`src/hw/rts_map.svh`:
```
`ifndef RTS_MAP_SVH
`define RTS_MAP_SVH
// Register indices; byte address is four times the index
`define RTS_IDX_STATUS 10'h003
`define RTS_IDX_POWER_CONTROL_STATUS 10'h08E
`define RTS_IDX_CFG 10'h090
`define RTS_IDX_IRQ_ST 10'h091
`define RTS_IDX_IRQ_MSK 10'h092
// Field positions
`define RTS_ST_TO 4
`define RTS_ST_PD 3
`define RTS_PC_POR 1
`define RTS_PC_BOR 0
`define RTS_CFG_POWER_UP_TIMER 2
`define RTS_IRQ_BOR 0
`define RTS_IRQ_WDT 1
`define RTS_IRQ_PIN 2
`define RTS_IRQ_WAKE 3
// Reset value and program counter vectors
`define RTS_CFG_RST 3'h4
`define RTS_VEC_RESET 13'h0000
`define RTS_VEC_IRQ 13'h0004
// Timing
`define RTS_CLK_MHZ 25
`define RTS_POWER_UP_DELAY_US 72000
`define RTS_TPLL_US 2000
`define RTS_BROWNOUT_MIN_DURATION_US 100
`define RTS_OST_CYC 1024
`endif

```
`src/hw/rts_pkg.sv`:
```
package rts_pkg;
	typedef enum logic [6:0] {
		RTS_S_HOLD = 7'h01,
		RTS_S_POWER_UP_TIMER = 7'h02,
		RTS_S_PLL = 7'h04,
		RTS_S_OST = 7'h08,
		RTS_S_PIN = 7'h10,
		RTS_S_RUN = 7'h20,
		RTS_S_SLEEP = 7'h40
	} rts_state_t;
	typedef enum logic [1:0] {
		RTS_OSC_XTAL = 2'h0,
		RTS_OSC_EXT = 2'h1,
		RTS_OSC_XTAL_PLL = 2'h2,
		RTS_OSC_EXT_PLL = 2'h3
	} rts_osc_t;
endpackage

```
`src/hw/rts_delay_cnt.sv`:
```
`timescale 1ns/1ps
module rts_delay_cnt (
	input wire logic mclk_i, // Clock
	input wire logic rst_b_i, // Async reset, active low
	input wire logic start_i, // Load and start counting
	input wire logic [20:0] load_i, // Delay in cycles, at least one
	output logic done_o // High in the last cycle of the delay
);
	logic [20:0] cnt_r;
	logic busy_r;

	// Down counter; a new start aborts any delay in flight
	always_ff @(posedge mclk_i or negedge rst_b_i) begin
		if (!rst_b_i) begin
			cnt_r <= 21'h000000;
			busy_r <= 1'b0;
		end else if (start_i) begin
			cnt_r <= load_i - 21'h000001;
			busy_r <= 1'b1;
		end else if (busy_r) begin
			if (cnt_r == 21'h000000) begin
				busy_r <= 1'b0;
			end else begin
				cnt_r <= cnt_r - 21'h000001;
			end
		end
	end

	assign done_o = busy_r && (cnt_r == 21'h000000);
endmodule // rts_delay_cnt

```
`src/hw/rts_sequencer.sv`:
```
`timescale 1ns/1ps
`include "rts_map.svh"
// How it works
// - Low supply beyond minimum duration causes reset
// - Hold until supply recovers, then power-up delay
// - Dip during power-up delay restarts sequence
// - Brown-out detection can never be disabled
// - Timer disabled: no power-up delay after brown-out
// - Power-on: timer, then 1024 crystal cycles
// - Pin held past delays: run at release
// - Brown-out flag cleared by brown-out and power-on
// - Power-on flag cleared only by power-on
// - Delay set by oscillator mode and cause
// - Power-on sets time-out and power-down flags
// - Pin-in-sleep or interrupt wake: TO=1, PD=0
// - Every reset loads address zero; pin keeps flags
// - Wake resumes next address or interrupt vector
// - Resets default registers; wakes keep them
// - Wake sets its own bit in interrupt flags
// - Crystal start count on power-on, brown-out, wake
// - Watchdog time-out clears the time-out flag
module rts_sequencer #(
	parameter int unsigned POWER_UP_TIMER_CYC = `RTS_POWER_UP_DELAY_US * `RTS_CLK_MHZ, // Power-up delay
	parameter int unsigned PLL_CYC = `RTS_TPLL_US * `RTS_CLK_MHZ // PLL lock delay
) (
	input wire logic mclk_i, // 25 MHz clock
	input wire logic rst_b_i, // Power-on reset, active low
	input wire logic wb_cyc_i, // Wishbone cycle
	input wire logic wb_stb_i, // Wishbone strobe
	input wire logic wb_we_i, // Wishbone write
	input wire logic [11:0] wb_adr_i, // Wishbone byte address
	input wire logic [31:0] wb_dat_i, // Wishbone write data
	input wire logic [3:0] wb_sel_i, // Wishbone byte selects
	output logic [31:0] wb_dat_o, // Wishbone read data
	output logic wb_ack_o, // Wishbone acknowledge
	input wire logic vdd_low_i, // Supply below brownout_threshold
	input wire logic external_reset_pin_n_i, // Reset pin, active low
	input wire logic wdt_timeout_i, // Watchdog time-out pulse
	input wire logic sleep_i, // Core executes sleep
	input wire logic irq_wake_i, // Enabled interrupt pending
	input wire logic global_interrupt_enable_i, // Core interrupt enable
	input wire logic [12:0] next_pc_i, // Address after sleep
	output logic core_reset_o, // Core and registers in reset
	output logic core_stall_o, // Core clock stopped
	output logic pc_load_o, // Load program counter pulse
	output logic [12:0] pc_value_o, // Program counter value
	output logic [1:0] wake_src_o, // Wake source pulse: 1 irq, 0 wdt
	output logic irq_o // Interrupt, level
);
	localparam int unsigned BOR_CYC = `RTS_BROWNOUT_MIN_DURATION_US * `RTS_CLK_MHZ;
	localparam logic [20:0] POWER_UP_TIMER_LD = 21'(POWER_UP_TIMER_CYC);
	localparam logic [20:0] PLL_LD = 21'(PLL_CYC);
	localparam logic [20:0] OST_LD = 21'(`RTS_OST_CYC);
	localparam logic [11:0] BOR_LAST = 12'(BOR_CYC - 1);

	rts_pkg::rts_state_t state_r;
	rts_pkg::rts_state_t state_nxt;
	logic [11:0] bor_cnt_r;
	logic [2:0] cfg_r;
	logic [3:0] irq_st_r;
	logic [3:0] irq_mask_r;
	logic to_r;
	logic pd_r;
	logic por_flag_r;
	logic bor_flag_r;
	logic wake_r;
	logic wake_irq_r;
	logic cnt_start;
	logic cnt_done;
	logic [20:0] cnt_load;
	logic pin_low;
	logic bor_trip;
	logic bor_evt;
	logic wdt_rst_evt;
	logic pin_evt;
	logic wake_go;
	logic wk_irq;
	logic bus_req;
	logic bus_wr;
	logic [9:0] idx;
	logic [7:0] rd_byte;

	// Next sequence step after a given stage, skipping stages that do not apply
	function automatic rts_pkg::rts_state_t rts_seq(input logic [1:0] lvl, input logic [2:0] cfg,
			input logic wake, input logic pin);
		rts_seq = (pin && !wake) ? rts_pkg::RTS_S_PIN : rts_pkg::RTS_S_RUN;
		if (lvl <= 2'h2 && !cfg[0]) begin
			rts_seq = rts_pkg::RTS_S_OST;
		end
		if (lvl <= 2'h1 && cfg[1]) begin
			rts_seq = rts_pkg::RTS_S_PLL;
		end
		if (lvl == 2'h0 && cfg[`RTS_CFG_POWER_UP_TIMER] && !wake) begin
			rts_seq = rts_pkg::RTS_S_POWER_UP_TIMER;
		end
	endfunction

	assign pin_low = !external_reset_pin_n_i;
	assign idx = wb_adr_i[11:2];
	assign bus_req = wb_cyc_i && wb_stb_i && !wb_ack_o;
	assign bus_wr = bus_req && wb_we_i && wb_sel_i[0];

	// Event decode; a dip during the power-up delay trips at once
	assign bor_trip = vdd_low_i && ((bor_cnt_r == BOR_LAST)
		|| (state_r == rts_pkg::RTS_S_POWER_UP_TIMER));
	assign bor_evt = bor_trip && (state_r != rts_pkg::RTS_S_HOLD);
	assign pin_evt = !bor_trip && pin_low
		&& (state_r == rts_pkg::RTS_S_RUN || state_r == rts_pkg::RTS_S_SLEEP);
	assign wdt_rst_evt = !bor_trip && !pin_low && wdt_timeout_i
		&& (state_r == rts_pkg::RTS_S_RUN);
	assign wake_go = !bor_trip && !pin_low && (wdt_timeout_i || irq_wake_i)
		&& (state_r == rts_pkg::RTS_S_SLEEP);
	assign wk_irq = wake_go ? irq_wake_i : wake_irq_r;

	// Brown-out filter: supply must stay low for the minimum duration
	always_ff @(posedge mclk_i or negedge rst_b_i) begin
		if (!rst_b_i) begin
			bor_cnt_r <= 12'h000;
		end else if (!vdd_low_i) begin
			bor_cnt_r <= 12'h000;
		end else if (bor_cnt_r != BOR_LAST) begin
			bor_cnt_r <= bor_cnt_r + 12'h001;
		end
	end

	// Sequencer next state
	always_comb begin
		state_nxt = state_r;
		if (bor_trip) begin
			state_nxt = rts_pkg::RTS_S_HOLD;
		end else begin
			case (state_r)
				rts_pkg::RTS_S_HOLD: begin
					if (!vdd_low_i) begin
						state_nxt = rts_seq(2'h0, cfg_r, 1'b0, pin_low);
					end
				end
				rts_pkg::RTS_S_POWER_UP_TIMER: begin
					if (cnt_done) begin
						state_nxt = rts_seq(2'h1, cfg_r, 1'b0, pin_low);
					end
				end
				rts_pkg::RTS_S_PLL: begin
					if (cnt_done) begin
						state_nxt = rts_seq(2'h2, cfg_r, wake_r, pin_low);
					end
				end
				rts_pkg::RTS_S_OST: begin
					if (cnt_done) begin
						state_nxt = rts_seq(2'h3, cfg_r, wake_r, pin_low);
					end
				end
				rts_pkg::RTS_S_PIN: begin
					if (!pin_low) begin
						state_nxt = rts_pkg::RTS_S_RUN;
					end
				end
				rts_pkg::RTS_S_RUN: begin
					if (pin_evt || wdt_rst_evt) begin
						state_nxt = rts_pkg::RTS_S_PIN;
					end else if (sleep_i) begin
						state_nxt = rts_pkg::RTS_S_SLEEP;
					end
				end
				rts_pkg::RTS_S_SLEEP: begin
					if (pin_evt) begin
						state_nxt = rts_pkg::RTS_S_PIN;
					end else if (wake_go) begin
						state_nxt = rts_seq(2'h1, cfg_r, 1'b1, 1'b0);
					end
				end
				default: begin
					state_nxt = rts_pkg::RTS_S_HOLD;
				end
			endcase
		end
	end

	// Delay counter load on entry to each timed stage
	always_comb begin
		cnt_load = OST_LD;
		case (state_nxt)
			rts_pkg::RTS_S_POWER_UP_TIMER: cnt_load = POWER_UP_TIMER_LD;
			rts_pkg::RTS_S_PLL: cnt_load = PLL_LD;
			default: cnt_load = OST_LD;
		endcase
		cnt_start = (state_nxt != state_r) && (state_nxt == rts_pkg::RTS_S_POWER_UP_TIMER
			|| state_nxt == rts_pkg::RTS_S_PLL || state_nxt == rts_pkg::RTS_S_OST);
	end

	rts_delay_cnt u_delay (
		.mclk_i(mclk_i),
		.rst_b_i(rst_b_i),
		.start_i(cnt_start),
		.load_i(cnt_load),
		.done_o(cnt_done)
	);

	// Sequencer state; power-on starts in hold
	always_ff @(posedge mclk_i or negedge rst_b_i) begin
		if (!rst_b_i) begin
			state_r <= rts_pkg::RTS_S_HOLD;
		end else begin
			state_r <= state_nxt;
		end
	end

	// Wake bookkeeping, kept across the wake delays
	always_ff @(posedge mclk_i or negedge rst_b_i) begin
		if (!rst_b_i) begin
			wake_r <= 1'b0;
			wake_irq_r <= 1'b0;
		end else if (wake_go) begin
			wake_r <= 1'b1;
			wake_irq_r <= irq_wake_i;
		end else if (state_r == rts_pkg::RTS_S_RUN || state_nxt == rts_pkg::RTS_S_RUN
				|| state_nxt == rts_pkg::RTS_S_HOLD || state_nxt == rts_pkg::RTS_S_PIN) begin
			wake_r <= 1'b0;
			wake_irq_r <= 1'b0;
		end
	end

	// Time-out and power-down flags
	always_ff @(posedge mclk_i or negedge rst_b_i) begin
		if (!rst_b_i) begin
			to_r <= 1'b1;
			pd_r <= 1'b1;
		end else if (bor_evt) begin
			to_r <= 1'b1;
			pd_r <= 1'b1;
		end else if (wdt_rst_evt) begin
			to_r <= 1'b0;
			pd_r <= 1'b1;
		end else if (wake_go && !irq_wake_i) begin
			to_r <= 1'b0;
			pd_r <= 1'b0;
		end else if ((pin_evt && state_r == rts_pkg::RTS_S_SLEEP) || wake_go) begin
			to_r <= 1'b1;
			pd_r <= 1'b0;
		end else if (state_r == rts_pkg::RTS_S_RUN && state_nxt == rts_pkg::RTS_S_SLEEP) begin
			to_r <= 1'b1;
			pd_r <= 1'b0;
		end
	end

	// Power control flags; hardware clear wins over a software set
	always_ff @(posedge mclk_i or negedge rst_b_i) begin
		if (!rst_b_i) begin
			por_flag_r <= 1'b0;
			bor_flag_r <= 1'b0;
		end else begin
			if (bor_evt) begin
				bor_flag_r <= 1'b0;
			end else if (bus_wr && idx == `RTS_IDX_POWER_CONTROL_STATUS) begin
				bor_flag_r <= wb_dat_i[`RTS_PC_BOR];
			end
			if (bus_wr && idx == `RTS_IDX_POWER_CONTROL_STATUS) begin
				por_flag_r <= wb_dat_i[`RTS_PC_POR];
			end
		end
	end

	// Configuration and interrupt mask
	always_ff @(posedge mclk_i or negedge rst_b_i) begin
		if (!rst_b_i) begin
			cfg_r <= `RTS_CFG_RST;
			irq_mask_r <= 4'h0;
		end else if (bus_wr) begin
			if (idx == `RTS_IDX_CFG) begin
				cfg_r <= wb_dat_i[2:0];
			end
			if (idx == `RTS_IDX_IRQ_MSK) begin
				irq_mask_r <= wb_dat_i[3:0];
			end
		end
	end

	// Sticky event status, write one to clear, set wins
	always_ff @(posedge mclk_i or negedge rst_b_i) begin
		if (!rst_b_i) begin
			irq_st_r <= 4'h0;
		end else begin
			for (int i = 0; i < 4; i++) begin
				if (bus_wr && idx == `RTS_IDX_IRQ_ST && wb_dat_i[i]) begin
					irq_st_r[i] <= 1'b0;
				end
			end
			if (bor_evt) begin
				irq_st_r[`RTS_IRQ_BOR] <= 1'b1;
			end
			if (wdt_rst_evt) begin
				irq_st_r[`RTS_IRQ_WDT] <= 1'b1;
			end
			if (pin_evt) begin
				irq_st_r[`RTS_IRQ_PIN] <= 1'b1;
			end
			if (wake_go) begin
				irq_st_r[`RTS_IRQ_WAKE] <= 1'b1;
			end
		end
	end

	// Read mux; unmapped indices read zero
	always_comb begin
		case (idx)
			`RTS_IDX_STATUS: rd_byte = {3'h0, to_r, pd_r, 3'h0};
			`RTS_IDX_POWER_CONTROL_STATUS: rd_byte = {6'h00, por_flag_r, bor_flag_r};
			`RTS_IDX_CFG: rd_byte = {5'h00, cfg_r};
			`RTS_IDX_IRQ_ST: rd_byte = {4'h0, irq_st_r};
			`RTS_IDX_IRQ_MSK: rd_byte = {4'h0, irq_mask_r};
			default: rd_byte = 8'h00;
		endcase
	end

	// Bus answer one cycle after the strobe, every address
	always_ff @(posedge mclk_i or negedge rst_b_i) begin
		if (!rst_b_i) begin
			wb_ack_o <= 1'b0;
			wb_dat_o <= 32'h00000000;
		end else begin
			wb_ack_o <= bus_req;
			if (bus_req && !wb_we_i) begin
				wb_dat_o <= {24'h000000, rd_byte};
			end
		end
	end

	// Core controls, all registered; irq and wake source do not follow the next state
	always_ff @(posedge mclk_i or negedge rst_b_i) begin
		if (!rst_b_i) begin
			core_reset_o <= 1'b1;
			core_stall_o <= 1'b0;
			pc_load_o <= 1'b0;
			pc_value_o <= `RTS_VEC_RESET;
			wake_src_o <= 2'h0;
			irq_o <= 1'b0;
		end else begin
			core_reset_o <= !(state_nxt == rts_pkg::RTS_S_RUN
				|| state_nxt == rts_pkg::RTS_S_SLEEP || (wake_r || wake_go)
				&& state_nxt != rts_pkg::RTS_S_HOLD && state_nxt != rts_pkg::RTS_S_PIN);
			core_stall_o <= (state_nxt == rts_pkg::RTS_S_SLEEP)
				|| ((wake_r || wake_go) && state_nxt != rts_pkg::RTS_S_RUN);
			pc_load_o <= (state_nxt == rts_pkg::RTS_S_RUN) && (state_r != rts_pkg::RTS_S_RUN);
			if ((wake_r || wake_go) && state_nxt != rts_pkg::RTS_S_HOLD
					&& state_nxt != rts_pkg::RTS_S_PIN) begin
				pc_value_o <= (wk_irq && global_interrupt_enable_i)
					? `RTS_VEC_IRQ : next_pc_i;
			end else begin
				pc_value_o <= `RTS_VEC_RESET;
			end
			wake_src_o <= wake_go ? {irq_wake_i, !irq_wake_i} : 2'h0;
			irq_o <= |(irq_st_r & irq_mask_r);
		end
	end
endmodule // rts_sequencer

```
`config.mk`:
```
export PLATFORM = sky130hd
export DESIGN_NAME = rts_sequencer
export DESIGN_NICKNAME = d
export VERILOG_FILES = /design/src/hw/rts_pkg.sv /design/src/hw/rts_delay_cnt.sv /design/src/hw/rts_sequencer.sv
export VERILOG_INCLUDE_DIRS = /design/src /design/src/hw
export SDC_FILE = /design/constraint.sdc
export NUM_CORES = 1
export LEC_CHECK = 0
export ABC_AREA = 1
export BUFFER_PORTS_ARGS = -buffer_cell sky130_fd_sc_hd__buf_2
export CAP_MARGIN = 30
export CORE_UTILIZATION = 30
export DETAILED_ROUTE_END_ITERATION = 8
export SETUP_SLACK_MARGIN = 0.5
export SLEW_MARGIN = 5
export SYNTH_ARGS = -nofsm -noshare
export SYNTH_HDL_FRONTEND = slang
export SYNTH_SLANG_ARGS = --single-unit
```
`constraint.sdc`:
```
create_clock -name mclk_i -period 2.7 [get_ports mclk_i]
set_input_delay 0.27 -clock mclk_i [delete_from_list [all_inputs] [get_ports mclk_i]]
set_output_delay 0.27 -clock mclk_i [all_outputs]
set_load 0.005 [all_outputs]
```
==> impl_metrics.py <==
metrics = {
    "route": {
        "drc": 0,
        "wl_met2_mm": 8.37,
        "vias": 5895,
        "wl_met1_mm": 7.56,
        "drtPass1Iterations": 5,
        "viasPerCell": 4.69,
        "first_iter_violations": 387,
        "wl_met3_um": 881,
        "highest_layer": "met4",
        "ant_nets": 0,
        "wirelength_mm": 17.3,
        "wl_per_cell_um": 13.8,
    },
    "global_routing": {
        "grt_max_degree": 45,
        "grt_pass1_wl_mm": 27.8,
        "grt_usage": 0.190,
        "grt_pass1_vias": 5745,
        "grt_antenna_before_repair": 0,
        "overflow": 0,
    },
    "worst_setup_path": {
        "cp-start-kind": "register",
        "reg2regPathDepth": 23,
        "critical_path.endpoint_type": "register",
        "cp.required_ns": 2.94,
        "cp_max_fo": 6,
        "critPathArrivalTime_ns": 3.53,
        "path_class": "register to register",
    },
    "timing": {
        "setup_violations": 25,
        "setup_ws_ns": -0.594,
        "fin_setup_tns_ns": -12.13,
        "clock.fmax_mhz": 304,
        "worst_pin_slew_ns": 0.654,
        "period_share": 1.22,
        "finClkSkew_ns": 0.00567,
        "drv_slew": 0,
        "slew_headroom": 0.560,
        "fin_crit_ns": 3.29,
        "rsz0062_at_grt": "yes",
        "finalHoldViolations": 0,
    },
    "power": {
        "pwr-share-seq": 0.204,
        "p_comb_frac": 0.604,
        "p_int_uw": 4420,
        "powerDensity_nw_per_um2": 884,
        "switching_power_uw": 3150,
        "power_switching_share": 0.416,
        "peakVddDrop_v": 0.000808,
        "p_total_uw": 7580,
        "pwr-share-clk": 0.192,
        "leakage_uw": 0.00452,
    },
    "logic_synthesis": {
        "ys_seq_area_frac": 0.385,
        "synthFlopType": "dfrtp_1",
        "synth_warnings": 0,
        "syn_area_um2": 5410,
        "synth_edf_count": 0,
        "synth_seq_cells": 83,
        "syn_inst": 761,
        "synth.avg_cell_area_um2": 7.11,
        "synth-async-reset-ratio": 1.00,
        "yosys.cell_types.count": 46,
    },
    "layout": {
        "final_common_cell": "nand2_1",
        "antenna_cells": 0,
        "n_fill_cell": 1605,
        "final_nets": 1102,
        "multi_input_area_um2": 3380,
        "drive_above_1_share": 0.440,
        "layout.cells.non_filler": 1257,
        "regArea_um2": 2080,
        "synthToLayoutAreaGrowth_pct": 58.4,
        "mostFrequentLayoutCells": "nand2_1 (175), buf_4 (154), inv_1 (82), dfrtp_1 (77), nor2_1 (72)",
        "finalInstanceArea_um2": 8570,
    },
    "die": {
        "rows": 48,
        "die_area_um2": 18600,
        "chipWidth_um": 136,
        "die_y_um": 136,
        "start_util": 0.310,
        "ios": 124,
        "coreArea_um2": 17500,
    },
    "placed_design": {
        "hpwlAfterDp_mm": 11.3,
        "port_buffers": 63,
        "dpl_cell_area_um2": 6990,
        "dpl.cell_count": 1172,
        "gp_congestion": 0.870,
    },
    "cts": {
        "cts_sinks": 83,
        "clk_latency_ns": 0.35,
        "clock_path_buffers": 2,
        "htree_levels": 3,
        "cts_tree": "yes",
        "clk_pin_slew_worst_paths_ns": 0.06,
        "cts-root-buf": "clkbuf_16",
        "cts_made_buffers": 9,
    },
    "run_status": {
        "status": "finished with violations",
        "violations": "setup timing",
    },
    "run": {
        "maxCapViolCount": 0,
    },
    "worst_hold_path": {
        "holdPathStages": 3,
        "hp-class": "primary input to register",
    },
}
-- Yosys cell counts, drive strengths merged (2+ instances only) --
library cell | number | share of area
o22ai | 4 | 0.0046
ha | 2 | 0.0046
o21bai | 2 | 0.0028
clkbuf | 4 | 0.0028
o311ai | 3 | 0.0062
buf | 32 | 0.047
nor4 | 3 | 0.0035
dfstp | 5 | 0.024
nand3 | 54 | 0.055
dfrtp | 78 | 0.36
o211ai | 2 | 0.0028
nand4 | 23 | 0.028
nor3 | 16 | 0.019
o21ai | 36 | 0.034
xor2 | 9 | 0.015
inv | 106 | 0.074
a21oi | 22 | 0.025
nor2 | 122 | 0.10
a22o | 2 | 0.0032
nand2 | 228 | 0.17
-- final timing paths --
check | slack (ns) | from | endpoint
min in group asynchronous | 0.47 | rst_b_i | pc_value_o[1]
max reg2reg | -0.59 | state_r[5] | u_delay.cnt_r[20]
max in group asynchronous | 1.52 | rst_b_i | cfg_r[2]
min | 0.14 | next_pc_i[7] | pc_value_o[7]
min reg2reg | 0.43 | wb_ack_o | wb_ack_o
max | -0.59 | state_r[5] | u_delay.cnt_r[20]
-- through the flow --
step	setup WS [ns]	util	hold WS [ns]
after floorplan	-0.132	-	-0.0256
after global placement	-0.477	0.400	0.323
after detailed placement	-0.471	0.400	0.327
after CTS	-0.371	0.471	0.126
after global routing	-0.795	0.491	0.138
final	-0.594	0.491	0.137
-- state kept, by name, indices dropped and copies added, names as in the netlist, 2 cells and up --
signal and cells:
irq_mask_r 4, irq_st_r 4, bor_cnt_r 12, cfg_r 3, wb_dat_o 5, wake_src_o 2
state_r 7, u_delay.cnt_r 21, pc_value_o 13
-- layer usage --
metal	global-route usage	vias to the layer above
met5	0	-
met4	0.0864	0
met3	0.0283	48
met2	0.314	198
met1	0.243	2744
li1	-	2905
-- repair_timing --
| item | 4_1_cts | 5_1_grt |
|---|---|---|
| pin swaps | 48 | 28 |
| setup endpoints to repair | 36 | 43 |
| cloned | 4 | 1 |
| hold endpoints to repair | 41 | 0 |
| setup buffers | 48 | 16 |
| hold buffers | 1 | 0 |
| resized for setup | 135 | 56 |
-- area by class of cell --
| class | count | area share |
|---|---|---|
| Tap cell | 225 | 0.0328 |
| Clock buffer | 11 | 0.0283 |
| Inverter | 106 | 0.0512 |
| Timing Repair inverter | 1 | 0.000876 |
| Timing Repair Buffer | 262 | 0.238 |
| Clock inverter | 4 | 0.0115 |
| Sequential cell | 83 | 0.243 |
| Multi-Input combinational cell | 565 | 0.394 |
-- cell families after synthesis --
| logic type | count (synthesis) | synth area share |
|---|---|---|
| AO/OA/AOI/OAI | 76 | 0.0862 |
| flip-flops | 83 | 0.385 |
| AND/OR/NAND/NOR | 448 | 0.386 |
| adder cells (fa/ha/maj) | 2 | 0.00462 |
| XOR/XNOR | 9 | 0.0146 |
| other | 1 | 0.000693 |
| buffers and inverters | 142 | 0.123 |
-- power by group through the flow --
stage               logic, µW  registers (µW)  clock network [µW]
detailed placement       3280            1550                   0
floorplan                2130            1580                   0
finish                   4580            1550                1460
global route             4960            1560                1520
CTS                      4220            1540                1490
global placement         3270            1550                   0
-- worst max-delay path, stage by stage, from the launching register on --
cell	delay [ns]
dfrtp_1	0.43
buf_4	0.18
nand3_4	0.11
a21oi_4	0.25
nand4_1	0.26
nand4_1	0.18
nand4_1	0.21
nand2_1	0.17
nand2_1	0.07
nand2_1	0.07
nor2_2	0.05
nand2_4	0.13
nand2_8	0.10
buf_12	0.16
nand2_4	0.07
inv_2	0.06
nor2_4	0.15
nand2_2	0.09
nor2_4	0.15
nand3_2	0.09
nand2_1	0.07
nand2_1	0.05
nand2_1	0.05
nand2_1	0.04
Note: power is estimated with default switching activity, not from simulation.
